--- config.mk ---
export PLATFORM = sky130hd
export DESIGN_NAME = speed_reference_scaling
export DESIGN_NICKNAME = d
export VERILOG_FILES = /design/src/speed_ref_pkg.sv /design/src/ain1_conditioner.sv /design/src/speed_reference_scaling.sv
export SDC_FILE = /design/constraint.sdc
export NUM_CORES = 2
export LEC_CHECK = 0
export BUFFER_PORTS_ARGS = -buffer_cell sky130_fd_sc_hd__buf_2
export CAP_MARGIN = 20
export CORE_MARGIN = 5
export CORE_UTILIZATION = 35
export CTS_BUF_LIST = sky130_fd_sc_hd__clkbuf_4 sky130_fd_sc_hd__clkbuf_8
export DETAILED_ROUTE_END_ITERATION = 12
export GPL_ROUTABILITY_DRIVEN = 1
export PLACE_DENSITY = 0.52
export SYNTH_ARGS = -nofsm -noshare
export SYNTH_HDL_FRONTEND = slang
export SYNTH_SLANG_ARGS = --single-unit
--- constraint.sdc ---
create_clock -name i_clk -period 120.3 [get_ports i_clk]
set_clock_uncertainty 0.2 [all_clocks]
set_input_delay 18.045 -clock i_clk [delete_from_list [all_inputs] [get_ports i_clk]]
set_output_delay 18.045 -clock i_clk [all_outputs]
set_load 0.02 [all_outputs]
--- src/speed_ref_pkg.sv ---
/*
 * Shared definitions for the speed reference scaling block: encodings,
 * fixed-point scales, limits, reset values and the configuration carrier.
 * Assumes percentages in tenths (1000 = 100.0 %) and a 12-bit ADC sample
 * of the first analog input where full code is 10 V or 20 mA.
 */
`default_nettype none

package speed_ref_pkg;

	localparam int unsigned AIN_BITS = 12;
	localparam int unsigned SPD_BITS = 16;

	// Control source values that enable follower scaling
	localparam logic [3:0] SRC_KEYPAD_FWD  = 4'h1;
	localparam logic [3:0] SRC_KEYPAD_BIDI = 4'h2;
	localparam logic [3:0] SRC_FOLLOWER    = 4'h3;

	typedef enum logic [1:0] {
		SCALE_OFF    = 2'b00,
		SCALE_FACTOR = 2'b01,
		SCALE_OFFSET = 2'b10,
		SCALE_TRIM   = 2'b11
	} scaling_mode_t;

	typedef enum logic [2:0] {
		FMT_V_0_10       = 3'b000,
		FMT_V_10_0       = 3'b001,
		FMT_V_BIPOLAR    = 3'b010,
		FMT_MA_0_20      = 3'b011,
		FMT_MA_4_20_TRIP = 3'b100,
		FMT_MA_4_20_RAMP = 3'b101,
		FMT_MA_20_4_TRIP = 3'b110,
		FMT_MA_20_4_RAMP = 3'b111
	} ain_format_t;

	// Fixed-point scales, in tenths of a percent
	localparam int PCT_FULL        = 1000;
	localparam int FACTOR_MIN      = -5000;
	localparam int FACTOR_MAX      = 5000;
	localparam int GAIN_MAX        = 20000;
	localparam logic signed [15:0] FACTOR_DEFAULT = 16'sh03e8;
	localparam logic [15:0]        GAIN_DEFAULT   = 16'h03e8;

	// ADC codes and current-loop figures
	localparam int AIN_FULL_CODE = 4095;
	localparam int AIN_MID_CODE  = 2048;
	localparam int LOOP_FULL_MA  = 20;
	localparam int LOOP_ZERO_MA  = 4;
	localparam int LOOP_LOSS_MA  = 3;
	localparam int AIN_4MA_CODE  = (AIN_FULL_CODE * LOOP_ZERO_MA) / LOOP_FULL_MA;

	localparam int SPD_MAX = 32767;
	localparam int SPD_MIN = -32768;

	typedef struct packed {
		logic [3:0]          control_source_select;
		scaling_mode_t       follower_scaling_mode;
		logic signed [15:0]  follower_scaling_factor;
		ain_format_t         input1_signal_format;
		logic [15:0]         input1_gain;
	} scaling_cfg_t;

	localparam scaling_cfg_t CFG_RESET = '{
		control_source_select:   4'h0,
		follower_scaling_mode:   SCALE_OFF,
		follower_scaling_factor: FACTOR_DEFAULT,
		input1_signal_format:    FMT_V_0_10,
		input1_gain:             GAIN_DEFAULT
	};

	function automatic logic is_loop_4_20(input ain_format_t f);
		return f inside {FMT_MA_4_20_TRIP, FMT_MA_4_20_RAMP,
			FMT_MA_20_4_TRIP, FMT_MA_20_4_RAMP};
	endfunction

	function automatic logic is_trip_format(input ain_format_t f);
		return (f == FMT_MA_4_20_TRIP) || (f == FMT_MA_20_4_TRIP);
	endfunction

	function automatic logic is_ramp_format(input ain_format_t f);
		return (f == FMT_MA_4_20_RAMP) || (f == FMT_MA_20_4_RAMP);
	endfunction

endpackage

`default_nettype wire

--- src/ain1_conditioner.sv ---
/*
 * First analog input conditioner: turns the raw ADC code into a signed
 * level in tenths of a percent per the selected signal format, applies
 * the input gain and flags current-loop loss. One register stage.
 * Assumes the sample is synchronous to i_clk and held valid every cycle.
 */
`timescale 1ns/1ps
`default_nettype none

module ain1_conditioner
	import speed_ref_pkg::*;
(
	// Clock and reset
	input  wire logic                i_clk,
	input  wire logic                i_rst_n,
	// Input and setup
	input  wire logic [AIN_BITS-1:0] i_sample,
	input  wire ain_format_t         i_format,
	input  wire logic [15:0]         i_gain,
	// Conditioned result
	output var  logic signed [15:0]  o_level,
	output var  logic                o_loss
);

	logic signed [31:0] code;
	logic signed [31:0] base;
	logic signed [31:0] gained;
	logic signed [31:0] gain_lim;
	logic               loss_next;

	function automatic logic signed [31:0] span_pct(input logic signed [31:0] num,
		input logic signed [31:0] den);
		return (num * PCT_FULL) / den;
	endfunction

	function automatic logic signed [31:0] loop_pct(input logic signed [31:0] c);
		logic signed [31:0] above;
		above = c - AIN_4MA_CODE;
		if (above < 0)
			above = 0;
		return span_pct(above, AIN_FULL_CODE - AIN_4MA_CODE);
	endfunction

	assign code = {{(32-AIN_BITS){1'b0}}, i_sample};

	always_comb
	begin
		case (i_format)
			FMT_V_0_10:       base = span_pct(code, AIN_FULL_CODE);
			FMT_V_10_0:       base = PCT_FULL - span_pct(code, AIN_FULL_CODE);
			FMT_V_BIPOLAR:    base = span_pct(code - AIN_MID_CODE, AIN_MID_CODE);
			FMT_MA_0_20:      base = span_pct(code, AIN_FULL_CODE);
			FMT_MA_4_20_TRIP,
			FMT_MA_4_20_RAMP: base = loop_pct(code);
			FMT_MA_20_4_TRIP,
			FMT_MA_20_4_RAMP: base = PCT_FULL - loop_pct(code);
			default:          base = 0;
		endcase
	end

	// Gain beyond the allowed span is clamped rather than wrapped
	assign gain_lim = (i_gain > 16'(GAIN_MAX)) ? GAIN_MAX : {16'h0000, i_gain};
	assign gained   = (base * gain_lim) / PCT_FULL;

	// Compare currents without dividing so 3 mA is exact
	assign loss_next = is_loop_4_20(i_format)
		&& (code * LOOP_FULL_MA < LOOP_LOSS_MA * AIN_FULL_CODE);

	always_ff @(posedge i_clk or negedge i_rst_n)
	begin
		if (!i_rst_n)
			o_level <= 16'sh0000;
		else
			o_level <= gained[15:0];
	end

	always_ff @(posedge i_clk or negedge i_rst_n)
	begin
		if (!i_rst_n)
			o_loss <= 1'b0;
		else
			o_loss <= loss_next;
	end

endmodule

`default_nettype wire

--- src/speed_reference_scaling.sv ---
/*
 * Speed reference conditioning: scales the master speed by the follower
 * factor, optionally combines it with the first analog input as offset or
 * trim, and handles current-loop loss by trip or preset-speed fallback.
 * Assumes all inputs are synchronous to i_clk; ramping toward the chosen
 * reference and stopping on a trip happen in the drive logic downstream.
 */
`timescale 1ns/1ps
`default_nettype none

// Functional notes
// - Scale only in keypad or follower source
// - Mode 0 passes, mode 1 multiplies by factor
// - Mode 2 adds analog input as offset
// - Mode 3 multiplies by analog input trim
// - Unipolar volts direct or inverted mapping
// - 0-20 mA linear, no loss detection
// - 4-20 trip format faults below 3 mA
// - 4-20 ramp format selects preset eight
// - Inverted 20-4 formats, same loss handling
module speed_reference_scaling
	import speed_ref_pkg::*;
(
	// Clock and reset
	input  wire logic                       i_clk,
	input  wire logic                       i_rst_n,
	// Configuration
	input  wire scaling_cfg_t               i_cfg,
	// Speed sources
	input  wire logic signed [SPD_BITS-1:0] i_master_speed,
	input  wire logic [SPD_BITS-1:0]        i_max_speed,
	input  wire logic signed [SPD_BITS-1:0] i_preset_speed_eight,
	// Analog input and fault handling
	input  wire logic [AIN_BITS-1:0]        i_ain1_sample,
	input  wire logic                       i_fault_clear,
	// Results
	output var  logic signed [SPD_BITS-1:0] o_speed_reference,
	output var  logic signed [15:0]         o_ain1_level,
	output var  logic                       o_scaling_active,
	output var  logic                       o_preset_eight_select,
	output var  logic                       o_current_loop_loss_fault
);

	scaling_cfg_t                cfg_reg;
	logic signed [SPD_BITS-1:0]  master_reg;
	logic [SPD_BITS-1:0]         max_reg;
	logic signed [SPD_BITS-1:0]  preset_reg;

	logic signed [15:0]          ain_level;
	logic                        ain_loss;

	logic signed [47:0]          factor_lim;
	logic signed [47:0]          scaled;
	logic signed [47:0]          combined;
	logic signed [47:0]          offset_spd;
	logic                        src_allows;
	logic                        ramp_loss;
	logic                        trip_loss;
	logic signed [SPD_BITS-1:0]  reference_next;
	logic                        fault_next;
	logic                        scaling_active_next;
	logic                        preset_select_next;

	// Saturate rather than wrap so a large product cannot reverse direction
	function automatic logic signed [SPD_BITS-1:0] sat_speed(input logic signed [47:0] v);
		if (v > SPD_MAX)
			return SPD_BITS'(SPD_MAX);
		else if (v < SPD_MIN)
			return SPD_BITS'(SPD_MIN);
		else
			return v[SPD_BITS-1:0];
	endfunction

	function automatic logic signed [47:0] pct_mul(input logic signed [47:0] a,
		input logic signed [47:0] pct);
		return (a * pct) / PCT_FULL;
	endfunction

	function automatic logic source_enables(input logic [3:0] src);
		return (src == SRC_KEYPAD_FWD)
			|| (src == SRC_KEYPAD_BIDI)
			|| (src == SRC_FOLLOWER);
	endfunction

	// Analog path adds a register stage, so the rest is aligned to it
	ain1_conditioner u_ain1 (
		.i_clk            (i_clk),
		.i_rst_n          (i_rst_n),
		.i_sample         (i_ain1_sample),
		.i_format         (i_cfg.input1_signal_format),
		.i_gain           (i_cfg.input1_gain),
		.o_level          (ain_level),
		.o_loss           (ain_loss)
	);

	always_ff @(posedge i_clk or negedge i_rst_n)
	begin
		if (!i_rst_n)
			cfg_reg <= CFG_RESET;
		else
			cfg_reg <= i_cfg;
	end

	always_ff @(posedge i_clk or negedge i_rst_n)
	begin
		if (!i_rst_n)
			master_reg <= '0;
		else
			master_reg <= i_master_speed;
	end

	always_ff @(posedge i_clk or negedge i_rst_n)
	begin
		if (!i_rst_n)
			max_reg <= '0;
		else
			max_reg <= i_max_speed;
	end

	always_ff @(posedge i_clk or negedge i_rst_n)
	begin
		if (!i_rst_n)
			preset_reg <= '0;
		else
			preset_reg <= i_preset_speed_eight;
	end

	assign src_allows = source_enables(cfg_reg.control_source_select);

	// Out-of-range factor is clamped so a bad setting cannot overflow
	always_comb
	begin
		factor_lim = 48'(cfg_reg.follower_scaling_factor);
		if (factor_lim > FACTOR_MAX)
			factor_lim = 48'(FACTOR_MAX);
		else if (factor_lim < FACTOR_MIN)
			factor_lim = 48'(FACTOR_MIN);
	end

	assign scaled     = pct_mul(48'(master_reg), factor_lim);
	// Offset is a percentage of maximum speed
	assign offset_spd = pct_mul(48'({1'b0, max_reg}), 48'(ain_level));

	always_comb
	begin
		case (cfg_reg.follower_scaling_mode)
			SCALE_OFF:    combined = 48'(master_reg);
			SCALE_FACTOR: combined = scaled;
			SCALE_OFFSET: combined = scaled + offset_spd;
			SCALE_TRIM:   combined = pct_mul(scaled, 48'(ain_level));
			default:      combined = 48'(master_reg);
		endcase
	end

	assign ramp_loss = ain_loss && is_ramp_format(cfg_reg.input1_signal_format);
	assign trip_loss = ain_loss && is_trip_format(cfg_reg.input1_signal_format);

	// Hardware set wins over a clear in the same cycle
	assign fault_next = trip_loss || (o_current_loop_loss_fault && !i_fault_clear);

	// Ramping toward the preset is left to the drive; only the target moves here
	assign preset_select_next  = ramp_loss && !fault_next;
	assign scaling_active_next = src_allows
		&& (cfg_reg.follower_scaling_mode != SCALE_OFF);

	always_comb
	begin
		// A trip holds zero; bringing the motor to rest is done downstream
		if (fault_next)
			reference_next = '0;
		else if (ramp_loss)
			reference_next = preset_reg;
		else if (src_allows)
			reference_next = sat_speed(combined);
		else
			reference_next = master_reg;
	end

	// Clear is taken unregistered, so it acts on the edge that samples it
	always_ff @(posedge i_clk or negedge i_rst_n)
	begin
		if (!i_rst_n)
			o_current_loop_loss_fault <= 1'b0;
		else
			o_current_loop_loss_fault <= fault_next;
	end

	always_ff @(posedge i_clk or negedge i_rst_n)
	begin
		if (!i_rst_n)
			o_speed_reference <= '0;
		else
			o_speed_reference <= reference_next;
	end

	// Level is delayed once more so it lines up with the reference
	always_ff @(posedge i_clk or negedge i_rst_n)
	begin
		if (!i_rst_n)
			o_ain1_level <= '0;
		else
			o_ain1_level <= ain_level;
	end

	always_ff @(posedge i_clk or negedge i_rst_n)
	begin
		if (!i_rst_n)
			o_scaling_active <= 1'b0;
		else
			o_scaling_active <= scaling_active_next;
	end

	always_ff @(posedge i_clk or negedge i_rst_n)
	begin
		if (!i_rst_n)
			o_preset_eight_select <= 1'b0;
		else
			o_preset_eight_select <= preset_select_next;
	end

endmodule

`default_nettype wire

==> flow_summary.yaml <==
cells_and_area:
  largest_register_ffs: 24
  nets: 15769
  drive_gt1_frac: 0.105
  syn_to_final_growth_pct: 4.33
place:
  port-buffer-count: 138
  hpwl_um: 278000
  place_congestion: 0.910
worst_setup_path:
  critPathSlowestCell: "o311ai_4"
  cp-start-kind: "flip-flop"
  path_class: "reg -> reg"
  cpPeakStageDelay_ps: 960
  required_ps: 120620
  critPathMaxFanout: 62
  r2r_slack_ps: 32600
  cp-end-kind: "flip-flop"
  arrival_ps: 88030
  cp_common_cell: "a21oi_1"
clock_network:
  clock_latency_ps: 640
  cts_resized: 0
  holdBufCountCts: 0
  root_buffer: "clkbuf_8"
  cts_made_buffers: 17
  clockBufferDepth: 2
  htree_num_levels: 4
  cts_sinks: 124
  cts_tree: "yes"
  clkTransAtPathRegs_ps: 130
  post_cts_buffers: 0
drt:
  dr.pass1.iters: 8
  drtIter0Drc: 6889
  ant_nets: 0
  drc: 0
  drt-total-wl_um: 345000
  wl_per_cell_um: 19.4
  dr_total_vias: 96775
  avgViaCountPerCell: 5.44
sta:
  hold_viol: 0
  period_minus_slack_ps: 87700
  slew_headroom: 0.178
  finalCritPeriodShare: 0.729
  fin_setup_tns_ps: 0
  worst_pin_slew_ps: 1230
  rsz0062_at_grt: "no"
  max_freq_mhz: 11.4
  setup_viol: 0
  maxSlewViolCount: 0
logic_synthesis:
  async_reset_ff_frac: 1.00
  synth_top_cell_area_share: 0.257
  ys.flop_type: "dfrtp_1"
  synth_area_mm2: 0.110
  ys_ff_latch: 124
  yosysSeqAreaShare: 0.0282
  netlist_top_cells_count: "inv_1 (1969), nand2_1 (1597), fa_1 (1414)"
  synth_top_cell_by_area: "fa_1"
  synth_area_leaders: "fa_1 (26%), ha_1 (7.3%), inv_1 (6.7%), xnor2_1 (6.0%), nand2_1 (5.4%)"
  synth_edf_count: 0
  avgSynthCellArea_um2: 8.00
  yosysWarnings: 0
  yosysUniqueCellTypes: 222
  postSynthCellCount: 13791
  synth_most_common_cell: "inv_1"
floorplanning:
  io_pins: 139
  start_util: 0.351
  fp.dieArea_mm2: 0.326
  die_w_um: 571
  row_count: 206
  coreArea_mm2: 0.314
  die_y_um: 571
global_routing:
  grt_max_degree: 63
  grt_pass1_vias: 94606
  grt_pass1_wl_um: 550000
  grt_overflow: 0
  grt_use_total: 0.208
  antenna_found_initial: 18
outcome:
  outcome: "finished clean"
min_path:
  hold_path_class: "reg -> reg"
run:
  max_cap_violations: 0
==> cell usage in the layout (no fill, tap or decap), drive strengths merged, types with 56 or more instances in the layout <==
master	synthesis	routed
o22ai	61	61
o21ai	521	521
o31ai	86	86
nand2	1616	1616
dfrtp	118	118
or2	95	95
nor2b	122	122
a31oi	179	179
a21o	122	122
fa	1414	1414
a21boi	56	56
nor3	297	297
nor2	970	970
or3	107	107
nor4	99	99
inv	1975	1986
nand2b	110	110
buf	154	351
a211oi	110	110
a2111oi	65	65
o21a	93	93
o21bai	144	144
xor2	282	282
nand4	91	91
mux2i	164	164
ha	641	641
nand3	257	257
a21oi	705	705
and2	596	596
xnor2	778	778
mux2	58	58
and3	135	135
o211ai	113	113
==> area by class of cell <==
class / count / area (um^2)
Antenna cell: 9 / 22.5
Sequential cell: 124 / 3130
Timing Repair Buffer: 354 / 2340
Inverter: 1986 / 7480
Fill cell: 33186 / 199000
Clock buffer: 17 / 234
Clock inverter: 15 / 141
Multi-Input combinational cell: 11127 / 96500
Tap cell: 4160 / 5200
==> path summary, 6_finish.rpt <==
path,start,end,cells past startpoint
worst max-delay path,cfg_reg[26],o_speed_reference[3],266
worst min-delay path,u_ain1.o_level[11],o_ain1_level[11],0
worst max register to register,cfg_reg[26],o_speed_reference[3],266
worst min register to register,u_ain1.o_level[11],o_ain1_level[11],0
max in group asynchronous,i_rst_n,u_ain1.o_level[11],2
min in group asynchronous,i_rst_n,o_speed_reference[13],1
==> cells by family (layout without fill, tap and decap cells) <==
kind of cell / count (synthesis) / in the layout / synth area share
compound gates: 2997 / 2997 / 0.207
mux: 238 / 238 / 0.0258
buf+inv: 2555 / 2372 / 0.101
other cells: 1 / 25 / 0.0000340
xor+xnor: 1062 / 1062 / 0.0875
simple gates: 4707 / 4707 / 0.216
flops: 124 / 124 / 0.0282
fa+ha+maj: 2107 / 2107 / 0.334
==> through the flow <==
step | instances | setup slack (ps) | utilization | hold slack [ps] | area, um^2
2_1_floorplan | 13806 | 47720 | - | 152 | 110000
3_3_place_gp | 17742 | 33120 | 0.364 | 180 | 115000
3_5_place_dp | 17746 | 33640 | 0.365 | 174 | 115000
4_1_cts | 17778 | 33270 | 0.366 | 209 | 115000
5_1_grt | 17785 | 26970 | 0.366 | 225 | 115000
6_report | 17792 | 32600 | 0.366 | 200 | 115000
==> critical path: cells and delay by family (launching register included) <==
| kind | cells | cell delay (ps) |
|---|---|---|
| buf+inv | 17 | 3120 |
| mux | 10 | 3870 |
| compound gates | 163 | 50670 |
| xor+xnor | 10 | 3660 |
| simple gates | 50 | 17350 |
| flops | 1 | 570 |
| fa+ha+maj | 16 | 7790 |
==> layer usage <==
layer | global-route usage | vias to the layer above | part of all wire
li1 | - | 46177 | -
met1 | 0.302 | 48114 | 0.48
met2 | 0.336 | 2185 | 0.45
met3 | 0.0171 | 293 | 0.041
met4 | 0.0425 | 6 | 0.022
met5 | 0.00162 | - | 0.00027
Power is left out: the tool's default activity adds up to more than one toggle a clock period on the data nets, which glitch-free logic cannot reach.
